[src/rtl/mcs_cfg.svh]
`ifndef MCS_CFG_SVH
`define MCS_CFG_SVH
// register byte addresses (printed offsets are indices, address = 4 * index)
`define MCS_IDX_SET 8'h08
`define MCS_IDX_CLR 8'h09
`define MCS_IDX_MODE0 8'h0A
`define MCS_IDX_STATUS 8'h0B
`define MCS_IDX_EVENT 8'h0C
`define MCS_ADDR_SET 12'h020
`define MCS_ADDR_CLR 12'h024
`define MCS_ADDR_MODE0 12'h028
`define MCS_ADDR_STATUS 12'h02C
`define MCS_ADDR_EVENT 12'h030
// mode register 1 bit positions
`define MCS_B_LEAVE_OFF 0
`define MCS_B_EOI 1
`define MCS_B_GO_OFF 2
`define MCS_B_DROP 3
`define MCS_B_SWAP_EN 4
`define MCS_B_WD_RELOAD 5
// mode register 0 bit positions
`define MCS_B_INT_TB 9
`define MCS_B_WATCHDOG_TEST_SELECT 11
`define MCS_B_SPEC_PRM 12
`define MCS_MODE0_MASK 16'h1FFF
`define MCS_MODE0_RST 16'h0000
`define MCS_MODE1_RST 8'h00
// interrupt inactive times
`define MCS_CLK_NS 10
`define MCS_T_SHORT_US 1
`define MCS_T_LONG_MS 1
`define MCS_CYC_SHORT ((`MCS_T_SHORT_US * 1000) / `MCS_CLK_NS)
`define MCS_CYC_LONG ((`MCS_T_LONG_MS * 1000000) / `MCS_CLK_NS)
`define MCS_CNT_W 17
`endif

[src/rtl/mcs_pkg.sv]
package mcs_pkg;
    typedef struct packed {
        logic [11:0] paddr;
        logic psel;
        logic penable;
        logic pwrite;
        logic [31:0] pwdata;
    } mcs_apb_req_s;
    typedef struct packed {
        logic [31:0] prdata;
        logic pready;
        logic pslverr;
    } mcs_apb_rsp_s;
    typedef enum logic [1:0] {
        MCS_OFFLINE = 2'b00,
        MCS_IDLE = 2'b01,
        MCS_DRAIN = 2'b11
    } mcs_run_e;
endpackage

[src/rtl/mcs_int_gap.sv]
`timescale 1ns/1ps
`include "mcs_cfg.svh"
// holds the interrupt output inactive for the chosen time after an end of interrupt
module mcs_int_gap
    import mcs_pkg::*;
(
    input wire logic clk_in,
    input wire logic rst_in,
    input wire logic start_in,
    input wire logic long_in,
    output logic busy_out
);
    localparam logic [`MCS_CNT_W-1:0] SHORT_C = `MCS_CNT_W'(`MCS_CYC_SHORT);
    localparam logic [`MCS_CNT_W-1:0] LONG_C = `MCS_CNT_W'(`MCS_CYC_LONG);
    logic [`MCS_CNT_W-1:0] cnt_r;
    logic [`MCS_CNT_W-1:0] cnt_nxt;
    logic busy_r;
    // load on start, count down to zero
    assign cnt_nxt = start_in ? (long_in ? LONG_C : SHORT_C) :
                     (cnt_r != '0) ? cnt_r - `MCS_CNT_W'(1) : cnt_r;
    always_ff @(posedge clk_in) begin
        if (rst_in) begin
            cnt_r <= '0;
            busy_r <= 1'b0;
        end else begin
            cnt_r <= cnt_nxt;
            busy_r <= (cnt_nxt != '0);
        end
    end
    assign busy_out = busy_r;
endmodule // mcs_int_gap

[src/rtl/mcs_mode_ctrl.sv]
`timescale 1ns/1ps
`include "mcs_cfg.svh"
module mcs_mode_ctrl
    import mcs_pkg::*;
(
    input wire logic clk_in,
    input wire logic rst_in,
    input wire mcs_apb_req_s apb_in,
    output mcs_apb_rsp_s apb_out,
    input wire logic req_busy_in,
    input wire logic int_req_in,
    input wire logic cfg_accept_in,
    output logic int_out,
    output logic timers_start_out,
    output logic drop_master_out,
    output logic wd_reload_out,
    output logic cfg_swap_out,
    output logic spec_prm_mode_out,
    output logic [15:0] mode0_out
);
    logic [15:0] mode0_r;
    logic [7:0] mode1_r;
    logic [7:0] mode1_nxt;
    mcs_run_e run_r;
    mcs_run_e run_nxt;
    logic [31:0] prdata_r;
    logic pready_r;
    logic pslverr_r;
    logic int_r;
    logic timers_start_r;
    logic drop_r;
    logic reload_r;
    logic swap_r;
    logic [3:0] events_r;
    logic gap_busy;

    // apb decode: one-wait-state slave, answer in the second cycle of the access phase
    wire acc = apb_in.psel & apb_in.penable & ~pready_r;
    wire wr = acc & apb_in.pwrite;
    wire rd = acc & ~apb_in.pwrite;
    wire hit_set = apb_in.paddr == `MCS_ADDR_SET;
    wire hit_clr = apb_in.paddr == `MCS_ADDR_CLR;
    wire hit_m0 = apb_in.paddr == `MCS_ADDR_MODE0;
    wire hit_st = apb_in.paddr == `MCS_ADDR_STATUS;
    wire hit_ev = apb_in.paddr == `MCS_ADDR_EVENT;
    wire mapped = hit_set | hit_clr | hit_m0 | hit_st | hit_ev;
    wire [7:0] set_mask = (wr & hit_set) ? apb_in.pwdata[7:0] & 8'h3F : 8'h00;
    wire [7:0] clr_mask = (wr & hit_clr) ? apb_in.pwdata[7:0] & 8'h3F : 8'h00;
    wire offline = run_r == MCS_OFFLINE;
    wire m0_wr = wr & hit_m0 & offline; // writes outside offline ignored

    // command bits as stored
    wire leave_cmd = mode1_r[`MCS_B_LEAVE_OFF];
    wire eoi_cmd = mode1_r[`MCS_B_EOI];
    wire go_off_cmd = mode1_r[`MCS_B_GO_OFF];
    wire drop_cmd = mode1_r[`MCS_B_DROP];
    wire swap_en = mode1_r[`MCS_B_SWAP_EN];
    wire reload_cmd = mode1_r[`MCS_B_WD_RELOAD];

    // run state: offline, passive idle, draining before offline
    always_comb begin
        run_nxt = run_r;
        case (run_r)
            MCS_OFFLINE: begin
                if (leave_cmd) begin
                    run_nxt = MCS_IDLE;
                end
            end
            MCS_IDLE: begin
                if (go_off_cmd) begin
                    run_nxt = MCS_DRAIN;
                end
            end
            MCS_DRAIN: begin
                if (!req_busy_in) begin
                    run_nxt = MCS_OFFLINE; // current request finished
                end
            end
            default: run_nxt = MCS_OFFLINE;
        endcase
    end

    // self-clearing commands: host set wins over hardware clear
    always_comb begin
        mode1_nxt = (mode1_r & ~clr_mask) | set_mask;
        if (leave_cmd) begin
            mode1_nxt[`MCS_B_LEAVE_OFF] = set_mask[`MCS_B_LEAVE_OFF];
            mode1_nxt[`MCS_B_GO_OFF] = set_mask[`MCS_B_GO_OFF];
        end
        if (eoi_cmd) begin
            mode1_nxt[`MCS_B_EOI] = set_mask[`MCS_B_EOI];
        end
        if (go_off_cmd && run_r == MCS_DRAIN && !req_busy_in) begin
            mode1_nxt[`MCS_B_GO_OFF] = set_mask[`MCS_B_GO_OFF];
        end
        if (go_off_cmd && offline && !leave_cmd) begin
            mode1_nxt[`MCS_B_GO_OFF] = set_mask[`MCS_B_GO_OFF]; // already offline
        end
        if (drop_cmd) begin
            mode1_nxt[`MCS_B_DROP] = set_mask[`MCS_B_DROP];
        end
        if (reload_cmd) begin
            mode1_nxt[`MCS_B_WD_RELOAD] = set_mask[`MCS_B_WD_RELOAD];
        end
    end

    // interrupt inactive time after end of interrupt
    mcs_int_gap u_gap (
        .clk_in(clk_in),
        .rst_in(rst_in),
        .start_in(eoi_cmd),
        .long_in(mode0_r[`MCS_B_INT_TB]),
        .busy_out(gap_busy)
    );

    // read data selection
    wire [31:0] rd_data =
        hit_m0 ? {16'h0000, mode0_r} :
        hit_st ? {29'h00000000, run_r == MCS_DRAIN, mode1_r[`MCS_B_SWAP_EN], ~offline} :
        hit_ev ? {28'h0000000, events_r} :
        32'h00000000;

    // registers and bus answer
    always_ff @(posedge clk_in) begin
        if (rst_in) begin
            mode0_r <= `MCS_MODE0_RST;
            mode1_r <= `MCS_MODE1_RST;
            run_r <= MCS_OFFLINE;
            prdata_r <= 32'h00000000;
            pready_r <= 1'b0;
            pslverr_r <= 1'b0;
        end else begin
            if (m0_wr) begin
                mode0_r <= apb_in.pwdata[15:0] & `MCS_MODE0_MASK;
            end
            mode1_r <= mode1_nxt;
            run_r <= run_nxt;
            pready_r <= acc;
            pslverr_r <= acc & ~mapped;
            prdata_r <= rd ? rd_data : 32'h00000000;
        end
    end

    // command outputs as one-cycle pulses, interrupt output as a level that follows int_req_in, held low during eoi and its inactive gap
    always_ff @(posedge clk_in) begin
        if (rst_in) begin
            int_r <= 1'b0;
            timers_start_r <= 1'b0;
            drop_r <= 1'b0;
            reload_r <= 1'b0;
            swap_r <= 1'b0;
            events_r <= 4'h0;
        end else begin
            int_r <= int_req_in & ~eoi_cmd & ~gap_busy;
            timers_start_r <= leave_cmd & offline;
            drop_r <= drop_cmd;
            reload_r <= reload_cmd;
            swap_r <= cfg_accept_in & swap_en;
            events_r <= {reload_cmd, drop_cmd, leave_cmd & offline, eoi_cmd} |
                        (events_r & ~((wr & hit_ev) ? apb_in.pwdata[3:0] : 4'h0));
        end
    end

    assign apb_out = '{prdata: prdata_r, pready: pready_r, pslverr: pslverr_r};
    assign int_out = int_r;
    assign timers_start_out = timers_start_r;
    assign drop_master_out = drop_r;
    assign wd_reload_out = reload_r;
    assign cfg_swap_out = swap_r;
    assign spec_prm_mode_out = mode0_r[`MCS_B_SPEC_PRM];
    assign mode0_out = mode0_r;
endmodule // mcs_mode_ctrl

[config.mk]
export PLATFORM = sky130hd
export DESIGN_NAME = mcs_mode_ctrl
export DESIGN_NICKNAME = d
export VERILOG_FILES = /design/src/rtl/mcs_pkg.sv /design/src/rtl/mcs_int_gap.sv /design/src/rtl/mcs_mode_ctrl.sv
export VERILOG_INCLUDE_DIRS = /design/src /design/src/rtl
export SDC_FILE = /design/constraint.sdc
export NUM_CORES = 1
export LEC_CHECK = 0
export ABC_CLOCK_PERIOD_IN_PS = 2800
export BUFFER_PORTS_ARGS = -buffer_cell sky130_fd_sc_hd__clkbuf_2
export CAP_MARGIN = 10
export CORE_UTILIZATION = 45
export CTS_CLUSTER_SIZE = 8
export DETAILED_ROUTE_END_ITERATION = 8
export GPL_ROUTABILITY_DRIVEN = 0
export PLACE_DENSITY_LB_ADDON = 0.2
export SYNTH_ARGS = -nofsm -noshare
export SYNTH_HDL_FRONTEND = slang
export SYNTH_HIERARCHICAL = 1
export SYNTH_SLANG_ARGS = --single-unit
[constraint.sdc]
create_clock -name clk_in -period 2.8 [get_ports clk_in]
set_input_delay 0.42 -clock clk_in [delete_from_list [all_inputs] [get_ports clk_in]]
set_output_delay 0.42 -clock clk_in [all_outputs]
set_load 0.05 [all_outputs]
==> results of run 1 <==
[kinds of logic (layout without fill, tap and decap cells)]
group / after synthesis / in the layout / synth area share, %
AND/OR/NAND/NOR: 122 / 122 / 25.47
AO/OA/AOI/OAI: 69 / 69 / 14.79
flip-flops: 63 / 63 / 43.58
buffers and inverters: 53 / 99 / 11.15
XOR/XNOR: 12 / 12 / 3.632
adder cells (fa/ha/maj): 2 / 2 / 0.8645
other: 1 / 22 / 0.1296
multiplexers: 1 / 1 / 0.3891
[through the flow]
stage / utilization (%) / instance area, um^2 / power (uW)
2_1_floorplan: - / 2973 / 2130
3_3_place_gp: 52.21 / 3164 / 2290
3_5_place_dp: 52.21 / 3164 / 2310
4_1_cts: 55.90 / 3388 / 3211
5_1_grt: 55.90 / 3388 / 3416
6_report: 55.90 / 3388 / 3197
[cells in the final DEF, fill, tap and decap left out, types with 3 or more instances in the layout]
| master | count |
|---|---|
| xnor2_1 | 8 |
| o21ai_1 | 9 |
| or4_1 | 4 |
| nand2_1 | 7 |
| o21a_1 | 4 |
| xor2_1 | 4 |
| a21oi_1 | 26 |
| buf_4 | 7 |
| nor3_1 | 10 |
| or2_2 | 4 |
| clkbuf_8 | 9 |
| dfxtp_1 | 63 |
| inv_6 | 4 |
| a41oi_1 | 4 |
| nand3_1 | 19 |
| o21ai_0 | 6 |
| nor2b_1 | 3 |
| and2_1 | 15 |
| nor2_1 | 20 |
| nor4_1 | 13 |
| conb_1 | 22 |
| nand2b_1 | 3 |
| and3_1 | 5 |
| clkbuf_2 | 66 |
| a211oi_1 | 4 |
| inv_1 | 10 |
[metal layers]
layer  share of wire, %  vias up  wire length, um  GRT usage [%]
met2                 50       72             3174          33.64
li1                   -     1229                -              -
met3                4.9        8              308          6.923
met1                 44     1150             2786          22.40
met4                1.1        0               67          7.895
met5                  0        -                0              0
[sequential cells by signal, summed over array words and instances (netlist names)]
| name | count |
|---|---|
| events_r | 4 |
| pslverr_r | 1 |
| drop_master_out | 1 |
| pready_r | 1 |
| mode0_out | 13 |
| int_out | 1 |
| prdata_r | 13 |
| timers_start_out | 1 |
| u_gap/busy_out | 1 |
| wd_reload_out | 1 |
| u_gap/cnt_r | 17 |
| cfg_swap_out | 1 |
| run_r | 2 |
| mode1_r | 6 |
[power breakdown]
part           internal (uW)  switching [uW]
combinational            482             691
sequential              1010             121
clock                    512             380
[cell type report]
cell class	count	area share [%]
Clock inverter	7	2.954
Clock buffer	9	3.656
Sequential cell	63	37.22
Timing Repair Buffer	73	11.30
Multi-Input combinational cell	228	40.99
Inverter	10	1.108
Tap cell	75	2.770
[worst paths after layout]
check                                    to  slack (ps)  depth (start not counted)
setup / recovery  u_gap/busy_out$_SDFF_PP0_         250                          8
hold / removal          pready_r$_SDFF_PP0_         300                          2
setup reg to reg  u_gap/busy_out$_SDFF_PP0_         250                          8
hold reg to reg          int_out$_SDFF_PP0_         400                          1
==> impl_metrics.tcl, run 1 <==
set metrics [dict create \
    status "finished clean" \
    skew_ps 6.560 \
    routed_via_density 5.288 \
    synthTopCellsByCount "dfxtp_1 (63), a21oi_1 (26), buf_4 (25), nor2_1 (20), nand3_1 (19)" \
    fin_crit_sh_pct 91.01 \
    port_buffers 66 \
    yosys_register_bits 63 \
    die-area_um2 6756 \
    grt_antenna_before_repair 0 \
    area_growth_pct 17.08 \
    tightest_slew_ps 720.4 \
    grt_pass1_vias 2228 \
    drv_cap 0 \
    post-route-min-period_ps 2548 \
    crit_path_start "u_gap/cnt_r[0]$_SDFF_PP0_" \
    fmax_mhz 392.4 \
    drtPass1Iterations 4 \
    antennaDiodeCount 0 \
    hold_start "rst_in" \
    fp-row-count 28 \
    cts.sinks 63 \
    finalHoldViolCount 0 \
    drc 0 \
    slowest_stage "or4_4" \
    drive_above_1_share_pct 26.67 \
    root_buffer "clkbuf_8" \
    rsz0062_at_grt "false" \
    synth.top_cells.by_area "dfxtp_1 (44%), buf_4 (6.5%), a21oi_1 (4.5%)" \
    wire_per_inst_um 13.63 \
    multi_input_area_um2 1389 \
    synth_area_um2 2894 \
    grt-ovfl-total 0 \
    synth_edf_count 0 \
    die_height_um 82.20 \
    slew_viol_final 0 \
    cts_tree "built" \
    layout.nets 439 \
    dp_hpwl_mm 4.574 \
    post_cts_buffers 0 \
    p_leak_uw 0.001416 \
    grt_max_degree 30 \
    hold_buffers 0 \
    cts-resized-gates 0 \
    yosysMostFrequentCell "dfxtp_1" \
    totalNegativeSetupSlack_ps 0 \
    numCtsBuffers 9 \
    cp_num_buf_inv 1 \
    setup-violations-final 0 \
    yosys_warnings 6 \
    h-tree-depth 3 \
    fill_cells 584 \
    criticalPathCategory "register to register" \
    hp-class "input pin to register" \
    synth_area_leader_cell "dfxtp_1" \
    avgSynthCellArea_um2 8.960 \
    timing.final.ws_setup_ps 251.6 \
    grt_use_total_pct 19.73 \
    synth_top_area_share_pct 43.58 \
    ir_drop_mv 0.5794 \
    drt_iter0_markers 89 \
    r2r-start "u_gap/cnt_r[0]$_SDFF_PP0_" \
    place_inst 449 \
    clock_latency_ps 340 \
    vias 2459 \
    path_max_fanout 8 \
    clkTransAtPathRegs_ps 80 \
    initial_utilization_pct 47.75 \
    finalHoldWorstSlack_ps 300.9 \
    dieWidth_um 82.20 \
    dpl_worst_slack_ps 278.5 \
    yosysSeqAreaShare_pct 43.58 \
    core_um2 6061 \
    cp_top_family "simple AND/OR/NAND/NOR gates" \
    start_kind "register" \
    p_per_area_nw_per_um2 943.6 \
    yosys.cell_types.count 57 \
    postSynthCellCount 323 \
    drt-total-wl_mm 6.336 \
    max_slew_margin_pct 51.53 \
    ant_nets 0 \
    worst_ep_arrival_time_ps 2760 \
    stdcell_count 465 \
    clk_path_buf_depth 2 \
    layout.area.seq_um2 1261 \
    max_stage_delay_ps 600 \
    synth_ff_type "dfxtp_1" \
    cp_cell_sequence "inv_1, ha_1, or4b_1, or4_4, nor3_2, a311oi_1, nor4_1, a41oi_1" \
    crit_path_end_kind "register" \
    synthArstFlopShare_pct 0 \
    required_ps 3010 \
    grt_first_pass_wirelength_mm 9.929 \
    ios 108 \
]
No activity file was read; power rests on OpenSTA's default activity.
==> run 2, diff against run 1 <==
--- a/config.mk
+++ b/config.mk
@@ -6,6 +6,7 @@
 export SDC_FILE = /design/constraint.sdc
 export NUM_CORES = 1
 export LEC_CHECK = 0
+export ABC_AREA = 1
 export ABC_CLOCK_PERIOD_IN_PS = 2800
 export BUFFER_PORTS_ARGS = -buffer_cell sky130_fd_sc_hd__clkbuf_2
 export CAP_MARGIN = 10
==> impl_metrics.tcl, run 2 <==
set metrics [dict create \
    cp.depth 11 \
    skew_ps 8.456 \
    status "finished clean" \
    clkTransAtPathRegs_ps 70 \
    cp_num_buf_inv 1 \
    fin_area_um2 3911 \
    clk_path_buf_depth 2 \
    yosysMostFrequentCell "nand2_1" \
    avgSynthCellArea_um2 7.163 \
    clock_latency_ps 340 \
    grt_pass1_vias 2697 \
    synth_ff_type "dfxtp_1" \
    required_ps 3020 \
    synth.top_cells.by_area "dfxtp_1 (37%), nand2_1 (12%), nor2_1 (8.7%)" \
    grt_first_pass_wirelength_mm 12.10 \
    tightest_slew_ps 713.2 \
    vias 3003 \
    timing.final.ws_setup_ps 878.4 \
    max_slew_margin_pct 52.34 \
    slowest_stage "dfxtp_1" \
    hold_buffers 0 \
    placed_cell_area_um2 3665 \
    crit_end "u_gap/busy_out$_SDFF_PP0_" \
    ant_nets 0 \
    antennaDiodeCount 0 \
    initial_utilization_pct 46.61 \
    post-route-min-period_ps 1922 \
    crit_path_frequent_cell "nor2_1" \
    grt_use_total_pct 20.28 \
    yosys_register_bits 63 \
    post_cts_buffers 0 \
    crit_path_start "u_gap/cnt_r[0]$_SDFF_PP0_" \
    synth_edf_count 0 \
    setup-violations-final 0 \
    layout_commonest_cell "nand2_1" \
    die-area_um2 7863 \
    crit_path_end_kind "register" \
    synth_area_um2 3381 \
    p_per_area_nw_per_um2 970.7 \
    ir_drop_mv 0.3138 \
    largest_reg_flops 17 \
    layout.nets 591 \
    rsz0062_at_grt "false" \
    worst-r2r-cell-count 11 \
    start_kind "register" \
    drt-total-wl_mm 7.459 \
    fin_crit_sh_pct 68.63 \
    routed_via_density 4.685 \
    numCtsBuffers 9 \
    cp_top_family "simple AND/OR/NAND/NOR gates" \
    fmax_mhz 520.4 \
    final_cell_mix "nand2_1 (110), nor2_1 (78), clkbuf_2 (66)" \
    cp_cell_sequence "inv_1, ha_1, nand2_1, nor2_1, nand3_2, nand2_1, nand3_1, nor2_1, nand3_1, nor2_1, nor2_1" \
    max_stage_delay_ps 320 \
    yosys.cell_types.count 35 \
    synth_top_area_share_pct 37.31 \
    fp-row-count 31 \
    worst_ep_arrival_time_ps 2140 \
    hp-class "input pin to register" \
    dieWidth_um 88.68 \
    cts.sinks 63 \
    cts_tree "built" \
    drive_above_1_share_pct 25.09 \
    drc 0 \
    wire_per_inst_um 11.64 \
    top_register "u_gap/cnt_r" \
    r2r-start "u_gap/cnt_r[0]$_SDFF_PP0_" \
    synthArstFlopShare_pct 0 \
    grt_antenna_before_repair 0 \
    criticalPathCategory "register to register" \
    dpl_worst_slack_ps 901.9 \
    h-tree-depth 3 \
    synthTopCellsByCount "nand2_1 (110), nor2_1 (78), dfxtp_1 (63), inv_1 (50), nand3_1 (33)" \
    finalHoldViolCount 0 \
    p_leak_uw 0.001866 \
    r2r_end "u_gap/busy_out$_SDFF_PP0_" \
    area_growth_pct 15.69 \
    port_buffers 66 \
    postSynthCellCount 472 \
    yosys_warnings 6 \
    core_um2 7253 \
    root_buffer "clkbuf_8" \
    die_height_um 88.68 \
    yosysSeqAreaShare_pct 37.31 \
    dp_hpwl_mm 5.461 \
    r2r_setup_slack_ps 880 \
    synth_area_leader_cell "dfxtp_1" \
    cts-resized-gates 0 \
    drt_iter0_markers 95 \
    grt-ovfl-total 0 \
    path_max_fanout 13 \
    totalNegativeSetupSlack_ps 0 \
    ios 108 \
    drtPass1Iterations 4 \
    slew_viol_final 0 \
    drv_cap 0 \
    grt_max_degree 27 \
]
-- run 2: cell types whose count changed in the layout (fill, tap and decap cells not counted), sizes merged, moves of 5 or more --
cell | previous run | this run
nor4 | 15 | 0
xnor2 | 8 | 0
and3 | 5 | 0
a21oi | 26 | 9
o21ai | 16 | 6
nor2 | 20 | 95
and2 | 16 | 0
nand4 | 1 | 11
or4 | 6 | 0
nor3 | 11 | 27
inv | 14 | 52
nand3 | 19 | 37
nand2 | 7 | 116
-- run 2: area by class of cell --
cell class / count / area, um^2
clock buffers: 11 / 141.4
clock inverters: 5 / 105.1
fillers: 721 / 3342
inverters: 54 / 202.7
multi-input cells: 340 / 1724
flip-flops and latches: 63 / 1261
well taps: 99 / 123.9
repair buffers: 69 / 352.8
-- run 2: worst register-to-register path: stages (launching register included) --
cell     delay [ps]
dfxtp_1         320
inv_1           120
ha_1            180
nand2_1          60
nor2_1          130
nand3_2         290
nand2_1         220
nand3_1          90
nor2_1          120
nand3_1         100
nor2_1          130
nor2_1           50
-- run 2: kinds of logic (layout without fill, tap and decap cells) --
group,after synthesis,in the layout,share of synthesized area [%]
adder cells (fa/ha/maj),2,2,0.7401
AND/OR/NAND/NOR,290,290,43.01
other,1,22,0.1109
AO/OA/AOI/OAI,23,23,4.034
buffers and inverters,90,139,14.03
flip-flops,63,63,37.31
XOR/XNOR,3,3,0.7773
-- run 2: per-stage QoR --
stage / total power (uW) / util (%) / hold slack, ps / instances
4_1_cts: 3812 / 53.92 / 270.3 / 641
6_report: 3797 / 53.92 / 285.6 / 641
3_5_place_dp: 2828 / 50.53 / 379.8 / 625
5_1_grt: 4131 / 53.92 / 270.3 / 641
3_3_place_gp: 2796 / 50.53 / 387.6 / 625
2_1_floorplan: 2547 / - / 373.5 / 493
-- run 2: per-layer routing --
| metal | wire length [um] | up-vias | GRT usage (%) |
|---|---|---|---|
| met5 | 0 | - | 0 |
| met2 | 3808 | 57 | 35.17 |
| met3 | 276 | 8 | 5.131 |
| met4 | 83 | 0 | 7.625 |
| li1 | - | 1574 | - |
| met1 | 3289 | 1364 | 24.10 |
-- run 2: how the worst min path moves through the flow --
stage | startpoint | to | slack, ps | cells after the start
after floorplan | u_gap/busy_out$_SDFF_PP0_ | int_out$_SDFF_PP0_ | 370 | 1
after global placement | u_gap/busy_out$_SDFF_PP0_ | int_out$_SDFF_PP0_ | 390 | 1
after detailed placement | u_gap/busy_out$_SDFF_PP0_ | int_out$_SDFF_PP0_ | 380 | 1
after CTS | cfg_accept_in | cfg_swap_out$_SDFF_PP0_ | 270 | 3
after global routing | cfg_accept_in | cfg_swap_out$_SDFF_PP0_ | 270 | 3
final | cfg_accept_in | cfg_swap_out$_SDFF_PP0_ | 290 | 3
-- run 2: report_power, final --
part,switching (uW),internal (uW)
logic,1130,566
registers,110,1020
clock network,358,616
==> run 3, diff against run 2 <==
--- a/config.mk
+++ b/config.mk
@@ -7,7 +7,7 @@
 export NUM_CORES = 1
 export LEC_CHECK = 0
 export ABC_AREA = 1
-export ABC_CLOCK_PERIOD_IN_PS = 2800
+export ABC_CLOCK_PERIOD_IN_PS = 1940
 export BUFFER_PORTS_ARGS = -buffer_cell sky130_fd_sc_hd__clkbuf_2
 export CAP_MARGIN = 10
 export CORE_UTILIZATION = 45
==> constraint.sdc (replaced) <==
create_clock -name clk_in -period 1.94 [get_ports clk_in]
set_input_delay 0.291 -clock clk_in [delete_from_list [all_inputs] [get_ports clk_in]]
set_output_delay 0.291 -clock clk_in [all_outputs]
set_load 0.05 [all_outputs]
==> impl_metrics.tcl, run 3 (synthesis results as in run 2) <==
set metrics [dict create \
    routed_via_density 4.636 \
    root_buffer "clkbuf_8" \
    drt_iter0_markers 94 \
    grt_antenna_before_repair 0 \
    top_register "u_gap/cnt_r" \
    min_path_cells 3 \
    worst_ep_arrival_time_ps 1950 \
    fmax_mhz 579.6 \
    port_buffers 66 \
    slowest_stage "dfxtp_1" \
    h-tree-depth 3 \
    cts_tree "built" \
    vias 2995 \
    die_height_um 88.68 \
    r2r_setup_slack_ps 210 \
    slew_viol_final 0 \
    core_um2 7253 \
    grt_first_pass_wirelength_mm 12.16 \
    antennaDiodeCount 0 \
    cts-resized-gates 0 \
    cp_top_family "simple AND/OR/NAND/NOR gates" \
    cp_cell_sequence "inv_2, ha_1, nand2_1, nor2_4, nand3_4, nand3_1, nand2_1, nor2_1, nand3_1, nor2_2, nor2_1" \
    status "finished clean" \
    r2r-start "u_gap/cnt_r[0]$_SDFF_PP0_" \
    setup-violations-final 0 \
    clock_latency_ps 340 \
    wl_met2_mm 3.788 \
    die-area_um2 7863 \
    worst-r2r-cell-count 11 \
    wire_per_inst_um 11.59 \
    grt-ovfl-total 0 \
    top_layer_used "met4" \
    ant_nets 0 \
    drc 0 \
    clk_path_buf_depth 2 \
    dr_wl_met3_um 329 \
    required_ps 2170 \
    ir_drop_mv 0.4987 \
    layout.nets 596 \
    crit_path_start "u_gap/cnt_r[0]$_SDFF_PP0_" \
    finalPower_uw 5437 \
    cp.depth 11 \
    criticalPathCategory "register to register" \
    clkTransAtPathRegs_ps 70 \
    layout_commonest_cell "nand2_1" \
    grt_max_degree 27 \
    grt_use_total_pct 20.20 \
    drt-total-wl_mm 7.486 \
    finalHoldViolCount 0 \
    grt_pass1_vias 2752 \
    drive_above_1_share_pct 27.24 \
    area_growth_pct 16.69 \
    ios 108 \
    p_per_area_nw_per_um2 1378 \
    post_cts_buffers 0 \
    dp_hpwl_mm 5.538 \
    hold_buffers 0 \
    path_max_fanout 7 \
    cp_num_buf_inv 1 \
    dieWidth_um 88.68 \
    max_stage_delay_ps 340 \
    numCtsBuffers 9 \
    hp-class "input pin to register" \
    fp-row-count 31 \
    totalNegativeSetupSlack_ps 0 \
    crit_end "u_gap/busy_out$_SDFF_PP0_" \
    start_kind "register" \
    initial_utilization_pct 46.61 \
    skew_ps 4.332 \
    r2r_end "u_gap/busy_out$_SDFF_PP0_" \
    drtPass1Iterations 4 \
    cts.sinks 63 \
    post-route-min-period_ps 1725 \
    crit_path_end_kind "register" \
    fin_crit_sh_pct 88.94 \
    final_cell_mix "nand2_1 (109), nor2_1 (75), clkbuf_2 (66)" \
    wl_met1_mm 3.276 \
    drv_cap 0 \
    p_leak_uw 0.001877 \
    hold_start "cfg_accept_in" \
    largest_reg_flops 17 \
    rsz0062_at_grt "false" \
]
-- run 3: changes by cell type in the layout (fill, tap and decap cells not counted), moves of 2 or more --
cell        previous run  this run
buf_4                  3         7
clkinv_4               0         4
bufinv_16              3         1
nor2_2                10        12
nor2_1                78        75
inv_1                 50        48
nand3_4                1         3
clkinvlp_4             2         0
inv_2                  2         4
-- run 3: routing by layer --
layer	global-route usage (%)	up-vias
li1	-	1585
met1	22.84	1331
met2	36.85	71
met3	5.784	8
met4	5.718	0
met5	0	-
-- run 3: worst min-delay path by stage --
| stage | to |
|---|---|
| final | cfg_swap_out$_SDFF_PP0_ |
| after global routing | cfg_swap_out$_SDFF_PP0_ |
| after CTS | cfg_swap_out$_SDFF_PP0_ |
| after detailed placement | int_out$_SDFF_PP0_ |
| after global placement | int_out$_SDFF_PP0_ |
| after floorplan | int_out$_SDFF_PP0_ |
-- run 3: worst reg2reg max path, cell delays in order (launching register included) --
cell and delay, ps:
dfxtp_1 340, inv_2 90, ha_1 170, nand2_1 90
nor2_4 200, nand3_4 150, nand3_1 140, nand2_1 90
nor2_1 110, nand3_1 90, nor2_2 130, nor2_1 40
-- run 3: power breakdown --
| part | leakage (uW) | internal (uW) | switching (uW) |
|---|---|---|---|
| logic | 0.00126 | 862 | 1770 |
| clock network | 0.000106 | 634 | 532 |
| registers | 0.000511 | 1470 | 165 |
| total | 0.00188 | 2970 | 2470 |
-- run 3: through the flow --
stage	instances	setup WS, ps	instance area (um^2)	util (%)	hold WS [ps]
floorplan	493	406.7	3460	-	373.5
global placement	629	98.85	3695	50.94	391.8
detailed placement	629	66.97	3695	50.94	391.8
CTS	645	54.97	3902	53.80	145.9
global route	646	21.50	3945	54.39	157.7
finish	646	214.6	3945	54.39	157.7
-- run 3: final cells by class --
| cell class | instances | area [um^2] |
|---|---|---|
| fillers | 748 | 3308 |
| clock buffers | 10 | 137.6 |
| repair buffers | 73 | 382.9 |
| multi-input cells | 341 | 1767 |
| inverters | 54 | 202.7 |
| clock inverters | 6 | 70.07 |
| well taps | 99 | 123.9 |
| flip-flops and latches | 63 | 1261 |
